==> src/pdr_params.svh <==
// Behaviour
// - Capability register one high reads 0x1E; bits 1:0 give pull-up current.
// - Bit 4 of capability one high reports bleed discharge support.
// - Bit 3 reports forced discharge support.
// - Bit 2 reports bus voltage measurement and alarms.
// - Capability two low reads 0xD7; bits 7 and 6 report threshold registers.
// - Bits 5:4 report alarm resolution; 01b means 50 mV steps.
// - Bits 3:1 encode supported cable supply power level.
// - Bit 0 reports cable supply overcurrent detection ability.
// - Capability two high reads 0x01: watchdog present, bits 7:1 zero.
// - Standard output caps read 0x05: mux control and orientation present.
// - Message header register resets to 0x0B: plug origin, data and power role.
// - Header bits 2:1 select protocol revision placed in headers.
// - Receive enables bits 0 to 5 are writable, default zero.
// - Receive enable bits 7 and 6 always read zero.
// - Enabling a packet type also enables its automatic acknowledgement.
// - Receive enables clear on hard reset, one-more completion, disconnect, software reset, power-on.
// - All receive enables zero disables message handling.
// - Received byte count is payload bytes plus three.
// - Receive status bits 2:0 hold the stored packet type; bits 7:3 zero.
// - Received header bytes stored, reset zero; expected acknowledgements not stored.
// - Receive-one-more clears receive enables after the next acknowledgement sent.
`ifndef PDR_PARAMS_SVH
`define PDR_PARAMS_SVH
// ----------------------------------------
// Offsets
// ----------------------------------------
`define PDR_ADDR_CAP1H   8'h25
`define PDR_ADDR_CAP2L   8'h26
`define PDR_ADDR_CAP2H   8'h27
`define PDR_ADDR_STDOUT  8'h29
`define PDR_ADDR_MSGHDR  8'h2E
`define PDR_ADDR_RXDET   8'h2F
`define PDR_ADDR_RXCNT   8'h30
`define PDR_ADDR_RECEIVED_MESSAGE_STATUS  8'h31
`define PDR_ADDR_RXHDRL  8'h32
`define PDR_ADDR_RXHDRH  8'h33
// ----------------------------------------
// Fixed values, reset values and masks
// ----------------------------------------
`define PDR_CAP1H_VAL    8'h1E
`define PDR_CAP2L_VAL    8'hD7
`define PDR_CAP2H_VAL    8'h01
`define PDR_STDOUT_VAL   8'h05
`define PDR_MSGHDR_RST   8'h0B
`define PDR_MSGHDR_WMASK 8'h1F
`define PDR_RXDET_RST    8'h00
`define PDR_RXDET_WMASK  8'h3F
`define PDR_RXCNT_EXTRA  8'h03
`define PDR_RXTYPE_MASK  8'h07
`define PDR_RXDET_HRST   5
`define PDR_RX_RST       8'h00
`define PDR_RD_RST       8'h00
`define PDR_SOP_TYPES    3'd5
`endif

==> src/pdr_pkg.sv <==
package pdr_pkg;
	typedef enum logic [1:0]
	{
		PDR_IDLE  = 2'b01,
		PDR_ARMED = 2'b10
	} pdr_omore_state_type;

	typedef struct packed
	{
		logic       rd;
		logic       wr;
		logic [7:0] addr;
		logic [7:0] wdata;
	} pdr_reg_req_type;

	typedef struct packed
	{
		logic        valid;
		logic        goodcrc;
		logic [2:0]  sop;
		logic [7:0]  payload_len;
		logic [15:0] header;
	} pdr_rx_msg_type;

	typedef struct packed
	{
		logic hard_reset_sent;
		logic hard_reset_rcvd;
		logic goodcrc_sent;
		logic disconnect;
		logic software_reset;
		logic receive_one_more_command;
	} pdr_event_type;
endpackage

==> src/pdr_regs.sv <==
`timescale 1ns/100ps
`include "pdr_params.svh"

module pdr_regs #(
	parameter int PAYLOAD_MAX = 28
) (
	input  wire logic                     ref_clk_in,
	input  wire logic                     rst_in,
	input  wire pdr_pkg::pdr_reg_req_type reg_req_in,
	input  wire pdr_pkg::pdr_rx_msg_type  rx_msg_in,
	input  wire pdr_pkg::pdr_event_type   event_in,
	output logic [7:0]                    rd_data_out,
	output logic [5:0]                    detect_enable_out,
	output logic [4:0]                    goodcrc_enable_out,
	output logic                          pd_enable_out,
	output logic [4:0]                    msg_header_cfg_out
);
	// ----------------------------------------
	// Parameter check
	// ----------------------------------------
	// Count is eight bits wide including the three overhead bytes
	if (PAYLOAD_MAX < 1 || PAYLOAD_MAX > 252)
	begin : g_bad_payload
		$error("PAYLOAD_MAX out of range");
	end

	// ----------------------------------------
	// State
	// ----------------------------------------
	logic [7:0]                  msg_hdr_r;
	logic [7:0]                  rx_det_r;
	logic [7:0]                  rx_det_nxt;
	logic [7:0]                  rx_cnt_r;
	logic [7:0]                  rx_stat_r;
	logic [7:0]                  rx_hdrl_r;
	logic [7:0]                  rx_hdrh_r;
	logic [7:0]                  rd_data_r;
	logic [7:0]                  rd_data_nxt;
	logic                        pd_en_r;
	logic [4:0]                  crc_en_r;
	logic                        det_clear;
	logic                        type_enabled;
	logic                        store_msg;
	logic                        wr_msghdr;
	logic                        wr_rxdet;
	logic                        rd_mapped;
	pdr_pkg::pdr_omore_state_type omore_r;

	assign rd_data_out        = rd_data_r;
	assign detect_enable_out  = rx_det_r[5:0];
	assign goodcrc_enable_out = crc_en_r;
	assign pd_enable_out      = pd_en_r;
	assign msg_header_cfg_out = msg_hdr_r[4:0];

	// ----------------------------------------
	// Access decode
	// ----------------------------------------
	assign wr_msghdr = reg_req_in.wr && reg_req_in.addr == `PDR_ADDR_MSGHDR;
	assign wr_rxdet  = reg_req_in.wr && reg_req_in.addr == `PDR_ADDR_RXDET;
	// Only the checks use this; the read mux keeps its own default
	assign rd_mapped = reg_req_in.addr inside {`PDR_ADDR_CAP1H, `PDR_ADDR_CAP2L, `PDR_ADDR_CAP2H,
		`PDR_ADDR_STDOUT, `PDR_ADDR_MSGHDR, `PDR_ADDR_RXDET, `PDR_ADDR_RXCNT, `PDR_ADDR_RECEIVED_MESSAGE_STATUS,
		`PDR_ADDR_RXHDRL, `PDR_ADDR_RXHDRH};

	// ----------------------------------------
	// Receive-one-more tracking
	// ----------------------------------------
	always_ff @(posedge ref_clk_in or posedge rst_in)
	begin
		if (rst_in)
			omore_r <= pdr_pkg::PDR_IDLE;
		else
		begin
			unique case (omore_r)
				pdr_pkg::PDR_IDLE:
					if (event_in.receive_one_more_command)
						omore_r <= pdr_pkg::PDR_ARMED;
				pdr_pkg::PDR_ARMED:
					// A fresh command in the completing cycle re-arms
					if (event_in.goodcrc_sent && !event_in.receive_one_more_command)
						omore_r <= pdr_pkg::PDR_IDLE;
				default:
					omore_r <= pdr_pkg::PDR_IDLE;
			endcase
		end
	end

	// ----------------------------------------
	// Receive enables
	// ----------------------------------------
	// Clearing beats a same-cycle write so the manager cannot revive reception past a reset
	assign det_clear = event_in.hard_reset_sent | event_in.hard_reset_rcvd | event_in.disconnect
		| event_in.software_reset
		| ((omore_r == pdr_pkg::PDR_ARMED) & event_in.goodcrc_sent);

	always_comb
	begin
		rx_det_nxt = rx_det_r;
		if (det_clear)
			rx_det_nxt = `PDR_RXDET_RST;
		else if (wr_rxdet)
			rx_det_nxt = reg_req_in.wdata & `PDR_RXDET_WMASK;
	end

	always_ff @(posedge ref_clk_in or posedge rst_in)
	begin
		if (rst_in)
		begin
			rx_det_r <= `PDR_RXDET_RST;
			pd_en_r  <= 1'b0;
			crc_en_r <= 5'h00;
		end
		else
		begin
			rx_det_r <= rx_det_nxt;
			pd_en_r  <= |rx_det_nxt;
			crc_en_r <= rx_det_nxt[4:0];
		end
	end

	// ----------------------------------------
	// Message header configuration
	// ----------------------------------------
	always_ff @(posedge ref_clk_in or posedge rst_in)
	begin
		if (rst_in)
			msg_hdr_r <= `PDR_MSGHDR_RST;
		else if (event_in.software_reset)
			msg_hdr_r <= `PDR_MSGHDR_RST;
		else if (wr_msghdr)
			msg_hdr_r <= reg_req_in.wdata & `PDR_MSGHDR_WMASK;
	end

	// ----------------------------------------
	// Received message capture
	// ----------------------------------------
	// Cable reset code has no enable bit, so it is never captured
	assign type_enabled = (rx_msg_in.sop < `PDR_SOP_TYPES) && rx_det_r[rx_msg_in.sop];
	assign store_msg    = rx_msg_in.valid && !rx_msg_in.goodcrc && type_enabled
		&& (rx_msg_in.payload_len <= 8'(PAYLOAD_MAX));

	always_ff @(posedge ref_clk_in or posedge rst_in)
	begin
		if (rst_in)
		begin
			rx_cnt_r  <= `PDR_RX_RST;
			rx_stat_r <= `PDR_RX_RST;
			rx_hdrl_r <= `PDR_RX_RST;
			rx_hdrh_r <= `PDR_RX_RST;
		end
		else if (store_msg)
		begin
			rx_cnt_r  <= 8'(rx_msg_in.payload_len + `PDR_RXCNT_EXTRA);
			rx_stat_r <= {5'h00, rx_msg_in.sop};
			rx_hdrl_r <= rx_msg_in.header[7:0];
			rx_hdrh_r <= rx_msg_in.header[15:8];
		end
	end

	// ----------------------------------------
	// Read port
	// ----------------------------------------
	always_comb
	begin
		rd_data_nxt = 8'h00;
		unique case (reg_req_in.addr)
			`PDR_ADDR_CAP1H:  rd_data_nxt = `PDR_CAP1H_VAL;
			`PDR_ADDR_CAP2L:  rd_data_nxt = `PDR_CAP2L_VAL;
			`PDR_ADDR_CAP2H:  rd_data_nxt = `PDR_CAP2H_VAL;
			`PDR_ADDR_STDOUT: rd_data_nxt = `PDR_STDOUT_VAL;
			`PDR_ADDR_MSGHDR: rd_data_nxt = msg_hdr_r;
			`PDR_ADDR_RXDET:  rd_data_nxt = rx_det_r;
			`PDR_ADDR_RXCNT:  rd_data_nxt = rx_cnt_r;
			`PDR_ADDR_RECEIVED_MESSAGE_STATUS: rd_data_nxt = rx_stat_r;
			`PDR_ADDR_RXHDRL: rd_data_nxt = rx_hdrl_r;
			`PDR_ADDR_RXHDRH: rd_data_nxt = rx_hdrh_r;
			default:          rd_data_nxt = 8'h00;
		endcase
	end

	// Data holds between reads so a slow serial front end can shift it out
	always_ff @(posedge ref_clk_in or posedge rst_in)
	begin
		if (rst_in)
			rd_data_r <= `PDR_RD_RST;
		else if (reg_req_in.rd)
			rd_data_r <= rd_data_nxt;
	end
endmodule

==> config.mk <==
export PLATFORM = sky130hd
export DESIGN_NAME = pdr_regs
export DESIGN_NICKNAME = d
export VERILOG_FILES = /design/src/pdr_pkg.sv /design/src/pdr_regs.sv
export VERILOG_INCLUDE_DIRS = /design/src /design/src/src
export SDC_FILE = /design/constraint.sdc
export NUM_CORES = 1
export LEC_CHECK = 0
export ABC_AREA = 1
export BUFFER_PORTS_ARGS = -buffer_cell sky130_fd_sc_hd__buf_2
export CAP_MARGIN = 20
export CORE_ASPECT_RATIO = 0.6
export CORE_MARGIN = 1.5
export CORE_UTILIZATION = 54
export CTS_BUF_LIST = sky130_fd_sc_hd__clkbuf_8
export DETAILED_ROUTE_END_ITERATION = 8
export PLACE_DENSITY = 0.79
export SYNTH_ARGS = -nofsm -noshare
export SYNTH_HDL_FRONTEND = slang
export SYNTH_SLANG_ARGS = --single-unit
export TNS_END_PERCENT = 5
==> constraint.sdc <==
create_clock -name ref_clk_in -period 1.68 [get_ports ref_clk_in]
set_input_delay 0.336 -clock ref_clk_in [delete_from_list [all_inputs] [get_ports ref_clk_in]]
set_output_delay 0.336 -clock ref_clk_in [all_outputs]
set_load 0.03 [all_outputs]
==> impl_metrics.json <==
{
  "rsz0062_at_grt": "no",
  "place.gp.congestion": 0.8910,
  "setup_violations": 0,
  "synth_fp_nets": 447,
  "ys_ff_latch": 51,
  "drt_wl_total_um": 6652,
  "arrival_ns": 1.74,
  "instances_no_fill": 530,
  "ys_warn_count": 0,
  "die_h_um": 59.63,
  "synth.distinct_cells": 30,
  "grt_max_degree": 31,
  "drv_cap": 0,
  "setup.worst_path.end_class": "flip-flop",
  "ir_drop_mv": 0.5124,
  "vias": 2648,
  "track_usage_pct": 25.13,
  "r2r-end": "pd_enable_out",
  "min_path_type": "input pin to async pin",
  "clkTransAtPathRegs_ns": 0.09,
  "die-area_um2": 5807,
  "final_antenna_net_count": 0,
  "period_minus_slack_ns": 1.494,
  "cts_tree": "done",
  "hold_viol": 0,
  "cts_sinks": 51,
  "cts.path.max_buffers": 2,
  "ys_seq_area_share_pct": 44.39,
  "fin_total_pwr_mw": 2.668,
  "reg2reg_from": "omore_r[0]",
  "setup_tns_ns": 0,
  "synth_cells": 391,
  "dpl.hpwl_um": 5372,
  "wl_per_cell_um": 12.55,
  "grt_first_pass_wirelength_um": 11300,
  "antenna_found_initial": 0,
  "yosysTopAreaCell": "dfrtp_1",
  "numCtsBuffers": 5,
  "avgSynthCellArea_um2": 7.382,
  "fin_worst_skew_ns": 0.004565,
  "synth_area_um2": 2887,
  "gr-total-overflow": 0,
  "first_pass_iters": 5,
  "root_buffer": "clkbuf_8",
  "n_antenna_cell": 0,
  "clock.fmax_mhz": 669.4,
  "path_max_fanout": 8,
  "ctsHoldBuffers": 0,
  "slew_violations": 0,
  "slew_headroom_pct": 68.35,
  "critPathMaxStageDelay_ns": 0.53,
  "nets": 519,
  "period_share_pct": 88.92,
  "drtIter0Drc": 147,
  "reg2reg_slack_ns": 0.19,
  "syn_to_final_growth_pct": 17.08,
  "critical_path_class": "flip-flop to flip-flop",
  "critPathSlowestCell": "dfstp_2",
  "clock_latency_ns": 0.30,
  "floorplan.initialDensity_pct": 56.54,
  "ctsResizeCount": 0,
  "fp.coreArea_um2": 5105,
  "grt_pass1_vias": 2390,
  "start_kind": "flip-flop",
  "ios": 80,
  "synth_top_area_share_pct": 40.75,
  "synth_area_leaders": "dfrtp_1, nand2_1, inv_1",
  "drive_above_1_share_pct": 26.51,
  "placementRows": 20,
  "postCtsSetupBuffers": 0,
  "ctsHtreeMaxLevel": 2,
  "final_area_um2": 3379,
  "r2r_cells": 8,
  "die_w_um": 97.39,
  "vias_per_cell": 4.996,
  "crit_chain": "inv_1 -> nand2_1 -> nor2_1 -> nor2_1 -> nand3_1 -> nand2_1 -> nor2_1 -> nand2_1",
  "dpl_cell_area_um2": 3267,
  "tightestPinTransition_ns": 0.4730,
  "io_buffers": 77,
  "dp.cells": 522,
  "postLayoutCoreUtil_pct": 66.20,
  "pwr_density_cell_nw_per_um2": 789.6,
  "power_leakage_nw": 2.000,
  "drc": 0,
  "status": "complete, no violations",
  "cp.required_ns": 1.93
}
-- per-stage QoR --
step / setup slack, ns / hold slack, ns
floorplan: 0.1211 / 0.4007
global placement: 0.04647 / 0.3862
detailed placement: 0.02779 / 0.3906
CTS: 0.2011 / 0.05430
global route: 0.007887 / 0.06728
finish: 0.1862 / 0.04897
-- cells in the mapped netlist, drive strengths merged --
library cell,number
nand2,133
inv,56
dfrtp,47
nor2,44
nand3,38
o21ai,25
buf,21
nand4,7
a21oi,4
dfstp,4
nor3,3
o21a,2
xor2,2
and3,1
ha,1
o211ai,1
o22a,1
xnor2,1
-- kinds of logic (layout without fill, tap and decap cells) --
kind of cell / Yosys count / after routing / synth area share [%]
xor gates and xnor gates: 3 / 3 / 0.9104
DFF: 51 / 51 / 44.39
buffers and inverters: 77 / 150 / 13.09
AOI/OAI and AO/OA: 33 / 33 / 7.022
and+or+nand+nor: 226 / 226 / 34.16
adders and majority gates: 1 / 1 / 0.4334
-- area by class of cell --
class	count	area, um2
Inverter	56	210.2
Clock inverter	3	43.79
Timing Repair Buffer	86	465.4
Fill cell	473	1725
Tap cell	66	82.58
Clock buffer	5	68.82
Sequential cell	51	1281
Multi-Input combinational cell	263	1227
-- worst max-delay path by stage --
stage,startpoint,end,slack (ns)
finish,omore_r[0],pd_enable_out,0.19
global route,goodcrc_enable_out[0],rx_hdrh_r[1],0.008
CTS,omore_r[0],pd_enable_out,0.20
detailed placement,rx_msg_in[16],rx_hdrh_r[1],0.03
global placement,rx_msg_in[16],rx_hdrh_r[0],0.05
floorplan,rst_in,goodcrc_enable_out[0],0.12
-- cell usage in the layout (no fill, tap or decap), types with 6 or more instances in the layout --
cell type and count:
nand3_1 36, o21ai_0 17, nand2_1 128, dfrtp_1 47
nand4_1 7, buf_2 77, inv_1 52, buf_4 8
o21ai_2 6, nor2_1 37
-- report_power, final --
| part | internal (mW) | switching, mW |
|---|---|---|
| combinational | 0.147 | 0.223 |
| clock | 0.444 | 0.420 |
| sequential | 1.37 | 0.0655 |
-- critical path, delay by kind of cell (launching register included) --
family,cells,cell delay (ns)
simple gates,7,0.88
buf+inv,1,0.04
flops,1,0.53
-- per-layer routing --
layer	part of all wire, %	global-route usage [%]	up-vias
met2	41	36.71	99
li1	-	-	1344
met3	7.3	5.542	2
met1	51	38.61	1203
met4	0.23	4.898	0
met5	0	0	-
-- state kept, by name, summed over array words and instances, names as in the netlist --
name                cells
rd_data_out             8
rx_cnt_r                8
rx_hdrh_r               8
rx_hdrl_r               8
msg_hdr_r               5
goodcrc_enable_out      4
rx_det_r                4
rx_stat_r               3
omore_r                 2
pd_enable_out           1
Power figures use the tool's default switching activity.
